[src/shared/readback_pkg.sv]
package readback_pkg;
  // Register sub-addresses
  localparam logic [7:0] OFS_CELLS    = 8'h43;
  localparam logic [7:0] OFS_ICHG_DAC = 8'h44;
  localparam logic [7:0] OFS_VCHG_DAC = 8'h45;
  localparam logic [7:0] OFS_IIN_DAC  = 8'h46;
  localparam logic [7:0] OFS_VBAT_FLT = 8'h47;
  localparam logic [7:0] OFS_CUR_SMPL = 8'h48;
  localparam logic [7:0] OFS_VALID    = 8'h4A;
  localparam logic [7:0] OFS_SYS_STAT = 8'h39;
  // Field positions and widths
  localparam int SYS_CELL_ERR_BIT = 8;
  localparam int VALID_BIT        = 0;
  localparam int CELLS_W          = 4;
  localparam int ICHG_W           = 5;
  localparam int VCHG_W           = 6;
  localparam int IIN_W            = 6;
  localparam int MEAS_W           = 16;
  // Reset values and the 12-cell code
  localparam logic [15:0] RESET_WORD = 16'h0000;
  localparam logic [3:0]  CELLS_INVALID = 4'h0;
  localparam logic [3:0]  CELLS_TWELVE  = 4'hC;
  // Tri-state strap encodings
  localparam logic [1:0] STRAP_LOW  = 2'h0;
  localparam logic [1:0] STRAP_HIGH = 2'h1;
  localparam logic [1:0] STRAP_OPEN = 2'h2;
  // Soft ramp step interval: 10 us per code step
  localparam int CLK_HZ       = 40000000;
  localparam int RAMP_STEP_US = 10;
  localparam int RAMP_STEP_CYC = (RAMP_STEP_US * (CLK_HZ / 1000000)) < 1 ? 1
                               : RAMP_STEP_US * (CLK_HZ / 1000000);
  // Filter shift (exponential average weight 1/2^n)
  localparam int FILT_SHIFT = 3;
  // Servo level: (code + 1) * 1 mV, in microvolts
  localparam int SERVO_STEP_UV = 1000;
endpackage

[src/hdl/charger_readback_registers.sv]
// How it works
// - Three tri-state straps decode to a cell count 1..9 or 12, other listed codes read invalid.
// - A 5-bit read-only register shows the charge-current code applied to its DAC.
// - The applied charge-current code ramps one step at a time up on start and down on stop.
// - The commanded sense servo level is (code + 1) millivolts.
// - A 6-bit read-only register shows the charge-voltage code applied to its DAC.
// - A 6-bit read-only register shows the input-limit code, following the programmed setting.
// - A 16-bit register holds a filtered two's complement battery voltage.
// - A 16-bit register captures the battery current sample used in the last resistance calc.
// - A status bit reads one only while the measurement outputs are valid.
// - An invalid strap combination raises the live cell-count-error status bit.
// - The battery current word is signed, negative meaning discharge.
module charger_readback_registers
#(
  parameter int RAMP_CYC = readback_pkg::RAMP_STEP_CYC
)
(
  // Clock, reset, enable
  input  wire logic                                   i_ref_clk,
  input  wire logic                                   i_srst,
  input  wire logic                                   i_clk_en,
  // Cell-count straps (low/high/open codes)
  input  wire logic [1:0]                             i_count_strap_msb,
  input  wire logic [1:0]                             i_count_strap_mid,
  input  wire logic [1:0]                             i_count_strap_lsb,
  // Charger control inputs
  input  wire logic                                   i_charging,
  input  wire logic [readback_pkg::ICHG_W-1:0]        i_charge_current_goal,
  input  wire logic [readback_pkg::VCHG_W-1:0]        i_charge_voltage_target,
  input  wire logic [readback_pkg::IIN_W-1:0]         i_input_limit_setting,
  // Measurement inputs
  input  wire logic                                   i_vbat_sample_valid,
  input  wire logic signed [readback_pkg::MEAS_W-1:0] i_vbat_sample,
  input  wire logic signed [readback_pkg::MEAS_W-1:0] i_battery_current_result,
  input  wire logic                                   i_resistance_calc_done,
  input  wire logic                                   i_meas_outputs_valid,
  // Register read/write port
  input  wire logic [7:0]                             i_reg_addr,
  input  wire logic                                   i_reg_wr,
  input  wire logic [15:0]                            i_reg_wdata,
  output logic [15:0]                                 o_reg_rdata,
  // Live outputs
  output logic [readback_pkg::ICHG_W-1:0]             o_charge_current_dac_code,
  output logic [15:0]                                 o_servo_level_uv,
  output logic                                        o_cell_count_error
);

  // The ramp counter needs at least one cycle per code step
  if (RAMP_CYC < 1)
  begin
    $error("RAMP_CYC must be at least 1");
  end

  logic [readback_pkg::CELLS_W-1:0]      cells_next;
  logic                                  cells_bad;
  logic [readback_pkg::CELLS_W-1:0]      cell_count_readback_reg;
  logic [readback_pkg::ICHG_W-1:0]       charge_current_dac_code_reg;
  logic [readback_pkg::ICHG_W-1:0]       ramp_target;
  logic [readback_pkg::VCHG_W-1:0]       charge_voltage_dac_code_reg;
  logic [readback_pkg::IIN_W-1:0]        input_limit_dac_code_reg;
  logic signed [readback_pkg::MEAS_W-1:0] filtered_battery_voltage_reg;
  logic signed [readback_pkg::MEAS_W-1:0] resistance_calc_current_sample_reg;
  logic                                  measurement_valid_flag_reg;
  logic                                  filt_primed_reg;
  logic [31:0]                           ramp_cnt_reg;
  logic signed [readback_pkg::MEAS_W:0]  filt_diff;
  logic signed [readback_pkg::MEAS_W:0]  filt_sum;

  // Strap decode into cell count
  always_comb
  begin
    cells_bad  = 1'b0;
    cells_next = readback_pkg::CELLS_INVALID;
    case ({i_count_strap_msb, i_count_strap_mid, i_count_strap_lsb})
      {readback_pkg::STRAP_LOW, readback_pkg::STRAP_LOW, readback_pkg::STRAP_HIGH}:
        cells_next = 4'h1;
      {readback_pkg::STRAP_LOW, readback_pkg::STRAP_HIGH, readback_pkg::STRAP_LOW}:
        cells_next = 4'h2;
      {readback_pkg::STRAP_LOW, readback_pkg::STRAP_HIGH, readback_pkg::STRAP_HIGH}:
        cells_next = 4'h3;
      {readback_pkg::STRAP_LOW, readback_pkg::STRAP_LOW, readback_pkg::STRAP_OPEN}:
        cells_next = 4'h4;
      {readback_pkg::STRAP_LOW, readback_pkg::STRAP_OPEN, readback_pkg::STRAP_LOW}:
        cells_next = 4'h5;
      {readback_pkg::STRAP_LOW, readback_pkg::STRAP_HIGH, readback_pkg::STRAP_OPEN}:
        cells_next = 4'h6;
      {readback_pkg::STRAP_LOW, readback_pkg::STRAP_OPEN, readback_pkg::STRAP_HIGH}:
        cells_next = 4'h7;
      {readback_pkg::STRAP_LOW, readback_pkg::STRAP_OPEN, readback_pkg::STRAP_OPEN}:
        cells_next = 4'h8;
      {readback_pkg::STRAP_HIGH, readback_pkg::STRAP_LOW, readback_pkg::STRAP_LOW}:
        cells_next = 4'h9;
      {readback_pkg::STRAP_HIGH, readback_pkg::STRAP_HIGH, readback_pkg::STRAP_HIGH}:
        cells_next = readback_pkg::CELLS_TWELVE;
      default:
        cells_bad = 1'b1;
    endcase
  end

  always_ff @(posedge i_ref_clk)
  begin
    if (i_srst)
    begin
      cell_count_readback_reg <= readback_pkg::CELLS_INVALID;
      o_cell_count_error      <= 1'b0;
    end
    else if (i_clk_en)
    begin
      cell_count_readback_reg <= cells_next;
      o_cell_count_error      <= cells_bad;
    end
  end

  // Soft start/stop ramp of the applied current code
  assign ramp_target = i_charging ? i_charge_current_goal : '0;

  always_ff @(posedge i_ref_clk)
  begin
    if (i_srst)
    begin
      charge_current_dac_code_reg <= '0;
      ramp_cnt_reg                <= '0;
    end
    else if (i_clk_en)
    begin
      if (charge_current_dac_code_reg == ramp_target)
        ramp_cnt_reg <= '0;
      else if (ramp_cnt_reg >= 32'(RAMP_CYC - 1))
      begin
        ramp_cnt_reg <= '0;
        if (charge_current_dac_code_reg < ramp_target)
          charge_current_dac_code_reg <= charge_current_dac_code_reg + 5'h01;
        else
          charge_current_dac_code_reg <= charge_current_dac_code_reg - 5'h01;
      end
      else
        ramp_cnt_reg <= ramp_cnt_reg + 32'h00000001;
    end
  end

  assign o_charge_current_dac_code = charge_current_dac_code_reg;
  assign o_servo_level_uv = 16'((32'(charge_current_dac_code_reg) + 32'h1)
                                * readback_pkg::SERVO_STEP_UV);

  // DAC code captures
  always_ff @(posedge i_ref_clk)
  begin
    if (i_srst)
    begin
      charge_voltage_dac_code_reg <= '0;
      input_limit_dac_code_reg    <= '0;
    end
    else if (i_clk_en)
    begin
      charge_voltage_dac_code_reg <= i_charge_voltage_target;
      input_limit_dac_code_reg    <= i_input_limit_setting;
    end
  end

  // Voltage filter: first sample loads directly, then y += (x - y) >>> n
  assign filt_diff = 17'(i_vbat_sample) - 17'(filtered_battery_voltage_reg);
  assign filt_sum  = 17'(filtered_battery_voltage_reg) + (filt_diff >>> readback_pkg::FILT_SHIFT);

  always_ff @(posedge i_ref_clk)
  begin
    if (i_srst)
    begin
      filtered_battery_voltage_reg <= readback_pkg::RESET_WORD;
      filt_primed_reg              <= 1'b0;
    end
    else if (i_clk_en && i_vbat_sample_valid)
    begin
      filt_primed_reg <= 1'b1;
      if (!filt_primed_reg)
        filtered_battery_voltage_reg <= i_vbat_sample;
      else
        filtered_battery_voltage_reg <= filt_sum[15:0];
    end
  end

  // Current sample used by the resistance calculation, kept signed
  always_ff @(posedge i_ref_clk)
  begin
    if (i_srst)
      resistance_calc_current_sample_reg <= readback_pkg::RESET_WORD;
    else if (i_clk_en && i_resistance_calc_done)
      resistance_calc_current_sample_reg <= i_battery_current_result;
  end

  always_ff @(posedge i_ref_clk)
  begin
    if (i_srst)
      measurement_valid_flag_reg <= 1'b0;
    else if (i_clk_en)
      measurement_valid_flag_reg <= i_meas_outputs_valid;
  end

  // Read mux; writes are never decoded
  always_ff @(posedge i_ref_clk)
  begin
    if (i_srst)
      o_reg_rdata <= 16'h0000;
    else if (i_clk_en)
    begin
      o_reg_rdata <= 16'h0000;
      case (i_reg_addr)
        readback_pkg::OFS_CELLS:    o_reg_rdata <= {12'h000, cell_count_readback_reg};
        readback_pkg::OFS_ICHG_DAC: o_reg_rdata <= {11'h000, charge_current_dac_code_reg};
        readback_pkg::OFS_VCHG_DAC: o_reg_rdata <= {10'h000, charge_voltage_dac_code_reg};
        readback_pkg::OFS_IIN_DAC:  o_reg_rdata <= {10'h000, input_limit_dac_code_reg};
        readback_pkg::OFS_VBAT_FLT: o_reg_rdata <= filtered_battery_voltage_reg;
        readback_pkg::OFS_CUR_SMPL: o_reg_rdata <= resistance_calc_current_sample_reg;
        readback_pkg::OFS_VALID:    o_reg_rdata <= {15'h0000, measurement_valid_flag_reg};
        readback_pkg::OFS_SYS_STAT:
          o_reg_rdata <= 16'(o_cell_count_error) << readback_pkg::SYS_CELL_ERR_BIT;
        default:                    o_reg_rdata <= 16'h0000;
      endcase
    end
  end

  logic unused_wr;
  assign unused_wr = i_reg_wr ^ (^i_reg_wdata);

endmodule

[config.mk]
export PLATFORM = sky130hd
export DESIGN_NAME = charger_readback_registers
export DESIGN_NICKNAME = d
export VERILOG_FILES = /design/src/shared/readback_pkg.sv /design/src/hdl/charger_readback_registers.sv
export SDC_FILE = /design/constraint.sdc
export NUM_CORES = 1
export LEC_CHECK = 0
export BUFFER_PORTS_ARGS = -buffer_cell sky130_fd_sc_hd__buf_4
export CAP_MARGIN = 30
export CORE_UTILIZATION = 40
export CTS_BUF_LIST = sky130_fd_sc_hd__clkbuf_4 sky130_fd_sc_hd__clkbuf_8
export CTS_CLUSTER_DIAMETER = 100
export DETAILED_ROUTE_END_ITERATION = 16
export HOLD_SLACK_MARGIN = 0.06
export PLACE_DENSITY_LB_ADDON = 0.08
export SLEW_MARGIN = 20
export SYNTH_ARGS = -nofsm -noshare
export SYNTH_HDL_FRONTEND = slang
export SYNTH_SLANG_ARGS = --single-unit
[constraint.sdc]
create_clock -name i_ref_clk -period 7.05 [get_ports i_ref_clk]
set_input_delay 0.705 -clock i_ref_clk [delete_from_list [all_inputs] [get_ports i_ref_clk]]
set_output_delay 0.705 -clock i_ref_clk [all_outputs]
set_load 0.03 [all_outputs]
==> key figures, run 1 <==
Run status
  • Status: finished, final reports clean

STA
  • Fmax: 172 MHz
  • Clk_skew: 0.0115 ns
  • # setup viols final: 0
  • Unrepaired setup endpoints after global routing: no
  • Slew HR: 45.4%
  • Fin. max-slew vios: 0
  • Worst slew pin tran: 0.819 ns
  • Final worst path period share: 82.6%
  • Setup tns final: 0 ns
  • Crit path time final: 5.83 ns
  • Final hold violations: 0

Cells and area
  • Layout cell share with drive strength beyond 1: 15.9%
  • Layout Cells excl Fill: 1149
  • Ant diodes: 0
  • Synthesis-to-finish area growth: 15.9%
  • Filler cells: 1769
  • Largest register FFs: 32
  • Register Area: 2080 µm²
  • Multi-input logic area: 4650 µm²
  • Final nets: 1086
  • Final Cell Area: 8220 µm²

Clock network
  • Setup Buffers After CTS: 0
  • Clock Pin Slew Worst Setup and Hold Paths: 0.10 ns
  • CTS buffer count: 9
  • Latest clock arrival within the worst-skew pair: 0.38 ns
  • # clock sinks: 104
  • Clock Path Buffers: 2
  • Resize count post-CTS: 0
  • CTS tree: done
  • CTS Hold Bufs: 0
  • Htree depth: 3
  • Root buffer cell: clkbuf_8

Worst setup path
  • Worst r2r path cells: 14
  • Worst r2r dst: filtered_battery_voltage_reg[13]
  • Setup crit end: o_servo_level_uv[15]
  • CP max stage delay: 0.67 ns
  • CP Max Fanout: 12
  • Worst Setup End Kind: output pin
  • Crit path launch: o_charge_current_dac_code[1]
  • Crit-path slowest cell: fa_1
  • Top delay family on crit path: adder cells
  • CP Cell Sequence: ha_1, nand3_1, xnor2_1, inv_1, fa_1, inv_1, fa_1, fa_1, inv_1, ha_1, a21oi_1, nor2b_1, o21ai_0, a21oi_1, xnor2_1, buf_4
  • Crit start category: register
  • Critical path depth: 16
  • Required @ worst endpoint: 6.34 ns
  • Crit path buf inv count: 4
  • Setup CP Type: register to output pin
  • R2R Path Start: filtered_battery_voltage_reg[1]
  • R2R setup slack: 2.93 ns
  • Worst Path Arrival: 5.12 ns

Worst hold path
  • Critical hold path startpoint: resistance_calc_current_sample_reg[11]
  • Hold WC Path Type: register to register

Floorplan
  • Initial Util: 41.0%
  • Die X: 135 µm
  • Die extent in y: 135 µm
  • Std cell rows: 48
  • Core footprint: 17300 µm²
  • I/O pins: 125
  • Die area: 18300 µm²

Detailed routing
  • Drt pass-1 iters: 5
  • Met3 wire len: 846 µm
  • Vias: 6039
  • Final antenna-violating net count: 0
  • Top Layer Used: met4
  • Iteration-0 DRC count of the detailed router: 290
  • Via density: 5.26
  • Routed WL: 17700 µm
  • Met2 wire length: 7890 µm
  • Met1 Wirelength: 8640 µm
  • Residual DRC: 0
  • Routed length per instance: 15.4 µm

Place
  • Placed cell area: 8020 µm²
  • GP Congestion: 0.823
  • DP HPWL: 13500 µm
  • Buffers on Ports: 104
  • Post-Place Cells: 1133

Pwr
  • Pleak: 3.62 nW
  • Peak supply drop: 107 µV
  • Total power density per cell area: 174 nW/µm²

Yosys
  • Area contributors post-synth: dfxtp_1 (29%), ha_1 (12%), nor2_1 (4.3%)
  • Post-Syn Area: 7090 µm²
  • Synth Warn #: 0
  • Register bit total from synthesis: 104
  • Leading area contributor after synthesis: dfxtp_1
  • Most frequent cells after synthesis: dfxtp_1 (104), nor2_1 (82), nand2_1 (69), ha_1 (66), a21oi_1 (59)
  • Sequential area share after synthesis: 29.3%
  • Syn Inst Count: 838
  • Most used flip-flop cell after synthesis: dfxtp_1
  • Count of cell types in the netlist: 73
  • Top cell type's share of synthesized area: 29.3%
  • Post-synth EDFFs: 0
  • Synthesized area per cell: 8.47 µm²
  • Most numerous cell in the Yosys netlist: dfxtp_1
  • Async S/R FF share, synth: 0%

GRT
  • Vias in the first global route: 5541
  • Tot GR Track Use: 19.8%
  • First-pass GRT wire length: 28300 µm
  • Overall overflow remaining after global route: 0
  • Largest net degree at the start of global routing: 69
  • Antenna violations before repair: 0

Job
  • Max_cap viols: 0
final cells by class:
cell class / instances / share of cell area [%]
well taps: 225 / 3.42
multi-input cells: 643 / 56.6
flip-flops and latches: 104 / 25.3
repair buffers: 107 / 9.74
clock buffers: 9 / 1.51
clock inverters: 7 / 0.944
inverters: 54 / 2.47
cell usage in the layout (no fill, tap or decap), drive strengths merged, types with 4 or more instances in the layout:
cell type  count
and2          32
dfxtp        104
xor2          13
o21bai         6
clkinv         4
a211oi        29
a21o          18
nand2b         9
nand3         16
ha            66
a21oi         60
nor2b         15
fa            14
xnor2         25
and3           7
o21ai         22
mux2           7
o21a           4
a311oi         5
mux2i         30
nor3          13
nor2          84
a22oi         11
nand2         69
a22o           8
inv           56
nor4          10
clkbuf         9
a31oi          6
buf          107
a32oi          5
through the flow:
step	setup WS (ns)	hold slack, ns	util [%]	total power [mW]
floorplan	1.46	0.430	-	0.942
global placement	1.59	0.442	46.3	1.05
detailed placement	1.53	0.447	46.4	1.05
CTS	1.08	0.465	47.5	1.45
global route	0.800	0.480	47.5	1.52
finish	1.22	0.462	47.5	1.43
metal layers:
metal | vias to the layer above | GRT usage, %
li1 | 3131 | -
met1 | 2760 | 26.7
met2 | 131 | 31.5
met3 | 17 | 4.38
met4 | 0 | 5.68
met5 | - | 0
worst reg2reg max path: stages (launching register included):
cell,delay (ns)
dfxtp_1,0.46
inv_1,0.07
ha_1,0.29
a2111o_1,0.44
and3_1,0.26
a32oi_1,0.36
a31oi_1,0.17
xor2_1,0.23
ha_1,0.30
a21o_1,0.22
nor4_1,0.37
o311ai_0,0.33
a21o_1,0.25
a31oi_1,0.18
a211oi_1,0.07
logic make-up after synthesis:
kind of cell / count (synthesis) / synth area share, %
and+or+nand+nor: 276 / 19.4
AOI/OAI and AO/OA: 209 / 20.4
muxes: 37 / 5.34
other: 1 / 0.0529
buffers and inverters: 93 / 5.19
DFF: 104 / 29.3
xor gates and xnor gates: 38 / 4.69
adders and majority gates: 80 / 15.6
report_power, final:
group	internal [mW]	switching [mW]	leakage [nW]
clock network	0.168	0.222	0.105
logic	0.179	0.235	2.66
registers	0.610	0.0183	0.849
total	0.957	0.476	3.62
how the worst min path moves through the flow:
stage                                             endpoint  slack, ns  cells past startpoint
global placement    resistance_calc_current_sample_reg[10]       0.44                      2
floorplan                                 ramp_cnt_reg[12]       0.43                      1
detailed placement                        ramp_cnt_reg[21]       0.45                      1
finish              resistance_calc_current_sample_reg[11]       0.46                      2
global route        resistance_calc_current_sample_reg[14]       0.48                      2
CTS                  resistance_calc_current_sample_reg[9]       0.46                      2
No activity file was read; power rests on OpenSTA's default activity.
==> inputs of run 2 (changes only) <==
Settings changed: ABC_AREA from default to 1.
Clock period 7.05 ns to 5.4 ns, I/O delays scaled along.
==> key figures, run 2 <==
Clock network
  • CTS Hold Bufs: 0 (unchanged)
  • Root buffer cell: clkbuf_8
  • Latest clock arrival within the worst-skew pair: 0.40 ns (+0.02 ns)
  • Clock Path Buffers: 2 (unchanged)
  • Htree depth: 3 (unchanged)
  • Clock Pin Slew Worst Setup and Hold Paths: 0.12 ns (+0.02 ns)
  • CTS buffer count: 9 (unchanged)
  • # clock sinks: 104 (unchanged)
  • CTS tree: done

STA
  • Setup tns final: 0 ns (unchanged)
  • Final hold violations: 0 (unchanged)
  • Final worst path period share: 94.9%
  • Crit path time final: 5.13 ns
  • Clk_skew: 0.0154 ns (+0.00387 ns)
  • WHS: 0.367 ns (-0.0949 ns)
  • Fmax: 195 MHz
  • # setup viols final: 0 (unchanged)
  • Fin. max-slew vios: 0 (unchanged)
  • Setup slack after layout: 0.273 ns (-0.951 ns)
  • Slew HR: 48.5% (+3.1 points)
  • Worst slew pin tran: 0.772 ns (-0.0471 ns)

Yosys
  • Leading area contributor after synthesis: dfxtp_1
  • Synth Warn #: 0 (unchanged)
  • Top cell type's share of synthesized area: 29.4% (+0.099 points)
  • Post-synth EDFFs: 0 (unchanged)
  • Register bit total from synthesis: 104 (unchanged)
  • Most frequent cells after synthesis: nand2_1 (173), inv_1 (135), dfxtp_1 (104), a21oi_1 (100), nor2_1 (83)
  • Most numerous cell in the Yosys netlist: nand2_1
  • Syn Inst Count: 979 (+17%)
  • Post-Syn Area: 7070 µm² (-0.34%)
  • Sequential area share after synthesis: 29.4% (+0.099 points)
  • Most used flip-flop cell after synthesis: dfxtp_1
  • Count of cell types in the netlist: 48 (-34%)
  • Area contributors post-synth: dfxtp_1 (29%), ha_1 (12%), nand2_1 (9.2%)
  • Async S/R FF share, synth: 0% (unchanged)
  • Synthesized area per cell: 7.22 µm² (-15%)

GRT
  • Met2 usage: 34.2% (+2.7 points)
  • Met3 Use GR: 4.20% (-0.17 points)
  • First-pass GRT wire length: 30000 µm (+6.1%)
  • GRT busiest layer: met2
  • Overall overflow remaining after global route: 0 (unchanged)
  • Tot GR Track Use: 21.1% (+1.3 points)
  • Antenna violations before repair: 0 (unchanged)
  • Vias in the first global route: 5875 (+6.0%)
  • Grt met1 use: 29.3% (+2.6 points)
  • Largest net degree at the start of global routing: 69 (unchanged)

Worst setup path
  • Crit start category: register
  • Top delay family on crit path: adder cells
  • Crit-path slowest cell: fa_1
  • Crit path buf inv count: 7 (+3)
  • Worst Path Arrival: 4.59 ns (-0.53 ns)
  • Required @ worst endpoint: 4.86 ns (-1.48 ns)
  • CP Cell Sequence: buf_4, clkinvlp_4, ha_4, inv_1, ha_1, xor2_2, inv_1, ha_1, inv_1, fa_1, inv_1, ha_1, fa_2, nand3_1, nand2_1, a21oi_1, nor2_1, nor2_2, o21ai_0, a21oi_2, xor2_2, buf_4
  • CP Max Fanout: 5 (-7)
  • Crit path top cell by count: inv_1
  • CP max stage delay: 0.53 ns (-0.14 ns)
  • Setup CP Type: register to output pin
  • Worst Setup End Kind: output pin

Cells and area
  • Most common cell after layout, fill and taps aside: nand2_1
  • Layout Utilization: 48.4% (+0.82 points)
  • Commonest non-fill, non-tap cells in the layout: nand2_1 (172), inv_1 (133), buf_4 (116)
  • Synthesis-to-finish area growth: 18.3%
  • Final nets: 1239 (+14%)
  • Largest register FFs: 32 (unchanged)
  • Final Cell Area: 8360 µm² (+1.7%)
  • Layout cell share with drive strength beyond 1: 17.2% (+1.3 points)

Detailed routing
  • Drt pass-1 iters: 5 (unchanged)
  • Via density: 4.93 (-6.3%)
  • Iteration-0 DRC count of the detailed router: 365 (+26%)
  • Final antenna-violating net count: 0 (unchanged)
  • Routed length per instance: 14.4 µm (-6.3%)
  • Vias: 6419 (+6.3%)
  • Residual DRC: 0 (unchanged)
  • Routed WL: 18800 µm (+6.3%)

Pwr
  • Total power density per cell area: 212 nW/µm² (+22%)
  • Pleak: 3.89 nW (+7.6%)
  • Peak supply drop: 138 µV (+29%)

Floorplan
  • Core footprint: 17300 µm² (unchanged)
  • I/O pins: 125 (unchanged)
  • Die extent in y: 135 µm (-0.17%)
  • Std cell rows: 48 (unchanged)
  • Die X: 135 µm (-0.17%)
  • Die area: 18200 µm² (-0.33%)
  • Initial Util: 40.9% (-0.14 points)

Place
  • Placed cell area: 8060 µm² (+0.56%)
  • Buffers on Ports: 104 (unchanged)
  • DP HPWL: 14000 µm (+4.2%)
  • GP Congestion: 0.847 (+2.9%)
  • Pre-CTS setup slack: 0.403 ns (-1.13 ns)

Worst hold path
  • Hold WC Path Type: input pin to register

Job
  • Max_cap viols: 0 (unchanged)

Run status
  • Status: finished, final reports clean
## run 2: cell count changes after synthesis, moves of 28 or more
cell / delta
mux2i_1: -30
o21ai_0: +33
a211oi_1: -28
inv_1: +81
nand2_1: +104
and2_1: -30
a21oi_1: +41
## run 2: timing repair
| action | CTS | global route |
|---|---|---|
| resized for setup | 2 | 14 |
| setup buffers | 0 | 4 |
| endpoints found under the setup margin | 1 | 3 |
| pin swaps | 0 | 3 |
## run 2: power by group
group / switching [mW] / leakage (nW) / internal (mW) / total (mW)
Sequential: 0.0198 / 0.849 / 0.792 / 0.811
Combinational: 0.281 / 2.94 / 0.176 / 0.457
Clock: 0.310 / 0.103 / 0.193 / 0.503
## run 2: metrics by stage
step | std cells | power, mW
final | 1303 | 1.77
after global placement | 1281 | 1.28
after CTS | 1298 | 1.79
after floorplan | 981 | 1.16
after global routing | 1302 | 1.88
after detailed placement | 1282 | 1.29
## run 2: metal layers
| layer | part of all wire [%] | vias up |
|---|---|---|
| met5 | 0 | - |
| met4 | 0.66 | 0 |
| met3 | 5.0 | 7 |
| met2 | 45 | 115 |
| met1 | 50 | 2906 |
| li1 | - | 3391 |
## run 2: area by class of cell
type	count	area, µm²
multi-input cells	696	4360
repair buffers	117	886
clock buffers	10	138
fillers	1804	8930
well taps	225	282
inverters	144	544
clock inverters	6	61.3
diodes	1	2.50
flip-flops and latches	104	2090
## run 2: cells by family after synthesis
kind of cell	share of synthesized area (%)
xor+xnor	4.95
buf+inv	9.89
other cells	0.0530
fa+ha+maj	15.6
simple gates	21.9
compound gates	18.1
flops	29.4
## run 2: worst paths after layout
| path | to | depth (start not counted) | startpoint | slack [ns] |
|---|---|---|---|---|
| hold / removal | input_limit_dac_code_reg[0] | 3 | i_input_limit_setting[0] | 0.37 |
| hold reg to reg | ramp_cnt_reg[21] | 2 | ramp_cnt_reg[21] | 0.44 |
| setup / recovery | o_servo_level_uv[15] | 22 | o_charge_current_dac_code[0] | 0.27 |
| setup reg to reg | filtered_battery_voltage_reg[15] | 20 | filtered_battery_voltage_reg[3] | 1.78 |
## run 2: worst reg2reg max path, stage by stage, from the launching register on
cell and delay (ns):
dfxtp_1 0.44, inv_1 0.09, ha_1 0.33, a21oi_1 0.23
nand2_4 0.12, a21boi_4 0.19, o21bai_4 0.10, a21boi_4 0.17
o21ai_2 0.09, xor2_1 0.21, ha_1 0.31, a21oi_1 0.29
nor2_1 0.08, nor2_1 0.12, o21ai_0 0.10, a21oi_1 0.28
inv_1 0.07, nand2_1 0.07, nand3_1 0.06, nand2_1 0.11
a21oi_2 0.05
==> inputs of run 3 (changes only) <==
Clock period 5.4 ns to 4.6 ns, I/O delays scaled along.
==> key figures, run 3 (synthesis results as in run 2) <==
Run status
  • Status: finished with violations
  • Failing checks: setup timing

Floorplan
  • Die area: 18200 µm² (unchanged)
  • Core footprint: 17300 µm² (unchanged)
  • Die extent in y: 135 µm (unchanged)
  • Die X: 135 µm (unchanged)
  • Initial Util: 40.9% (unchanged)
  • I/O pins: 125 (unchanged)
  • Std cell rows: 48 (unchanged)

Cells and area
  • Layout Utilization: 50.5% (+2.1 points)
  • Final nets: 1258 (+1.5%)
  • Ant diodes: 0 (-1)
  • Largest register FFs: 32 (unchanged)
  • Most common cell after layout, fill and taps aside: nand2_1
  • Layout cell share with drive strength beyond 1: 21.5% (+4.4 points)
  • Synthesis-to-finish area growth: 23.5%
  • Commonest non-fill, non-tap cells in the layout: nand2_1 (170), buf_4 (129), inv_1 (122)

Worst setup path
  • Setup crit end: o_servo_level_uv[15]
  • Top delay family on crit path: adder cells
  • CP Max Fanout: 4 (-1)
  • CP Cell Sequence: ha_4, buf_6, xor2_4, ha_4, xor2_4, inv_2, ha_4, inv_2, fa_1, inv_1, ha_2, fa_2, nand3_2, nand2_2, a21oi_2, nor2_1, nor2_1, o21ai_1, a21oi_2, xor2_2, buf_6
  • Crit start category: register
  • R2R setup slack: 1.07 ns (-0.71 ns)
  • Worst r2r dst: filtered_battery_voltage_reg[15]
  • Worst r2r path cells: 20 (unchanged)
  • CP max stage delay: 0.47 ns (-0.06 ns)
  • Worst Path Arrival: 4.19 ns (-0.40 ns)
  • R2R Path Start: filtered_battery_voltage_reg[3]
  • Crit path buf inv count: 5 (-2)
  • Crit path top cell by count: ha_4
  • Worst Setup End Kind: output pin
  • Setup CP Type: register to output pin
  • Critical path depth: 21 (-4.5%)
  • Crit-path slowest cell: fa_1
  • Required @ worst endpoint: 4.14 ns (-0.72 ns)
  • Crit path launch: o_charge_current_dac_code[1]

Job
  • Max_cap viols: 0 (unchanged)

GRT
  • Overall overflow remaining after global route: 0 (unchanged)
  • Largest net degree at the start of global routing: 68 (-1.4%)
  • Antenna violations before repair: 1 (+1)
  • Vias in the first global route: 6163 (+4.9%)
  • First-pass GRT wire length: 30900 µm (+3.1%)
  • Tot GR Track Use: 21.8% (+0.69 points)

Clock network
  • CTS Hold Bufs: 0 (unchanged)
  • # clock sinks: 104 (unchanged)
  • Htree depth: 3 (unchanged)
  • Clock Path Buffers: 2 (unchanged)
  • Root buffer cell: clkbuf_8
  • Clock Pin Slew Worst Setup and Hold Paths: 0.11 ns (about the same)
  • CTS tree: done
  • CTS buffer count: 9 (unchanged)
  • Latest clock arrival within the worst-skew pair: 0.40 ns (about the same)

STA
  • Fin. max-slew vios: 0 (unchanged)
  • Crit path time final: 4.65 ns
  • Setup slack after layout: -0.0459 ns (-0.319 ns)
  • Final worst path period share: 101%
  • Clk_skew: 0.0115 ns (-0.00385 ns)
  • Slew HR: 47.1% (-1.4 points)
  • Unrepaired setup endpoints after global routing: yes
  • Worst slew pin tran: 0.793 ns (+0.0215 ns)
  • Fmax: 215 MHz
  • Setup tns final: -0.0459 ns (-0.0459 ns)
  • # setup viols final: 1 (+1)
  • Final hold violations: 0 (unchanged)

Detailed routing
  • Via density: 4.99 (+1.4%)
  • Routed WL: 19200 µm (+2.1%)
  • Final antenna-violating net count: 0 (unchanged)
  • Drt pass-1 iters: 5 (unchanged)
  • Residual DRC: 0 (unchanged)
  • Routed length per instance: 14.5 µm (+0.67%)
  • Iteration-0 DRC count of the detailed router: 236 (-35%)
  • Vias: 6597 (+2.8%)

Pwr
  • Pleak: 3.98 nW (+2.4%)
  • Peak supply drop: 162 µV (+17%)
  • Total power density per cell area: 241 nW/µm² (+14%)

Place
  • DP HPWL: 14200 µm (+1.5%)
  • GP Congestion: 0.853 (+0.70%)
  • Buffers on Ports: 104 (unchanged)

Worst hold path
  • Hold WC Path Type: input pin to register
## run 3: tightest hold or removal path: cells and delay by family
family | cells | cell delay, ns
simple gates | 2 | 0.11
buf+inv | 1 | 0.08
## run 3: what timing repair did
| action | CTS | global route |
|---|---|---|
| hold endpoints to repair | 0 | 0 |
| setup buffers | 12 | 1 |
| gates resized for setup | 30 | 12 |
| endpoints found under the setup margin | 4 | 4 |
| pin swaps | 29 | 16 |
## run 3: metal layers
metal | up-vias | wire length (µm) | global-route usage, %
met5 | - | 17 | 0
li1 | 3439 | - | -
met1 | 3010 | 9540 | 30.0
met4 | 2 | 223 | 5.37
met2 | 128 | 8400 | 34.2
met3 | 18 | 979 | 4.88
## run 3: area by class of cell
class	count	area [µm²]
fillers	1781	8570
multi-input cells	696	4540
repair buffers	136	1050
inverters	144	543
clock buffers	9	124
well taps	225	282
flip-flops and latches	104	2090
clock inverters	7	98.8
## run 3: report_power, final
| part | switching [mW] | internal, mW | total (mW) | leakage [nW] |
|---|---|---|---|---|
| Clock | 0.390 | 0.222 | 0.612 | 0.108 |
| Combinational | 0.336 | 0.208 | 0.544 | 3.02 |
| Sequential | 0.0192 | 0.929 | 0.948 | 0.851 |
## run 3: worst min-delay path by stage
stage	slack, ns	endpoint	start	cells past startpoint
finish	0.28	charge_voltage_dac_code_reg[4]	i_charge_voltage_target[4]	3
global route	0.28	charge_voltage_dac_code_reg[1]	i_charge_voltage_target[1]	3
CTS	0.26	charge_voltage_dac_code_reg[4]	i_charge_voltage_target[4]	3
detailed placement	0.42	ramp_cnt_reg[24]	ramp_cnt_reg[24]	2
global placement	0.41	ramp_cnt_reg[24]	ramp_cnt_reg[24]	2
floorplan	0.41	ramp_cnt_reg[21]	ramp_cnt_reg[21]	2
## run 3: per-stage QoR
stage	area (µm²)	hold WS, ns	cells	setup WS, ns	power (mW)
floorplan	7180	0.406	981	0.0139	1.36
global placement	8200	0.412	1291	0.0988	1.51
detailed placement	8220	0.416	1292	0.0651	1.51
CTS	8670	0.261	1320	-0.0667	2.13
global route	8730	0.278	1321	-0.246	2.24
finish	8730	0.281	1321	-0.0459	2.10
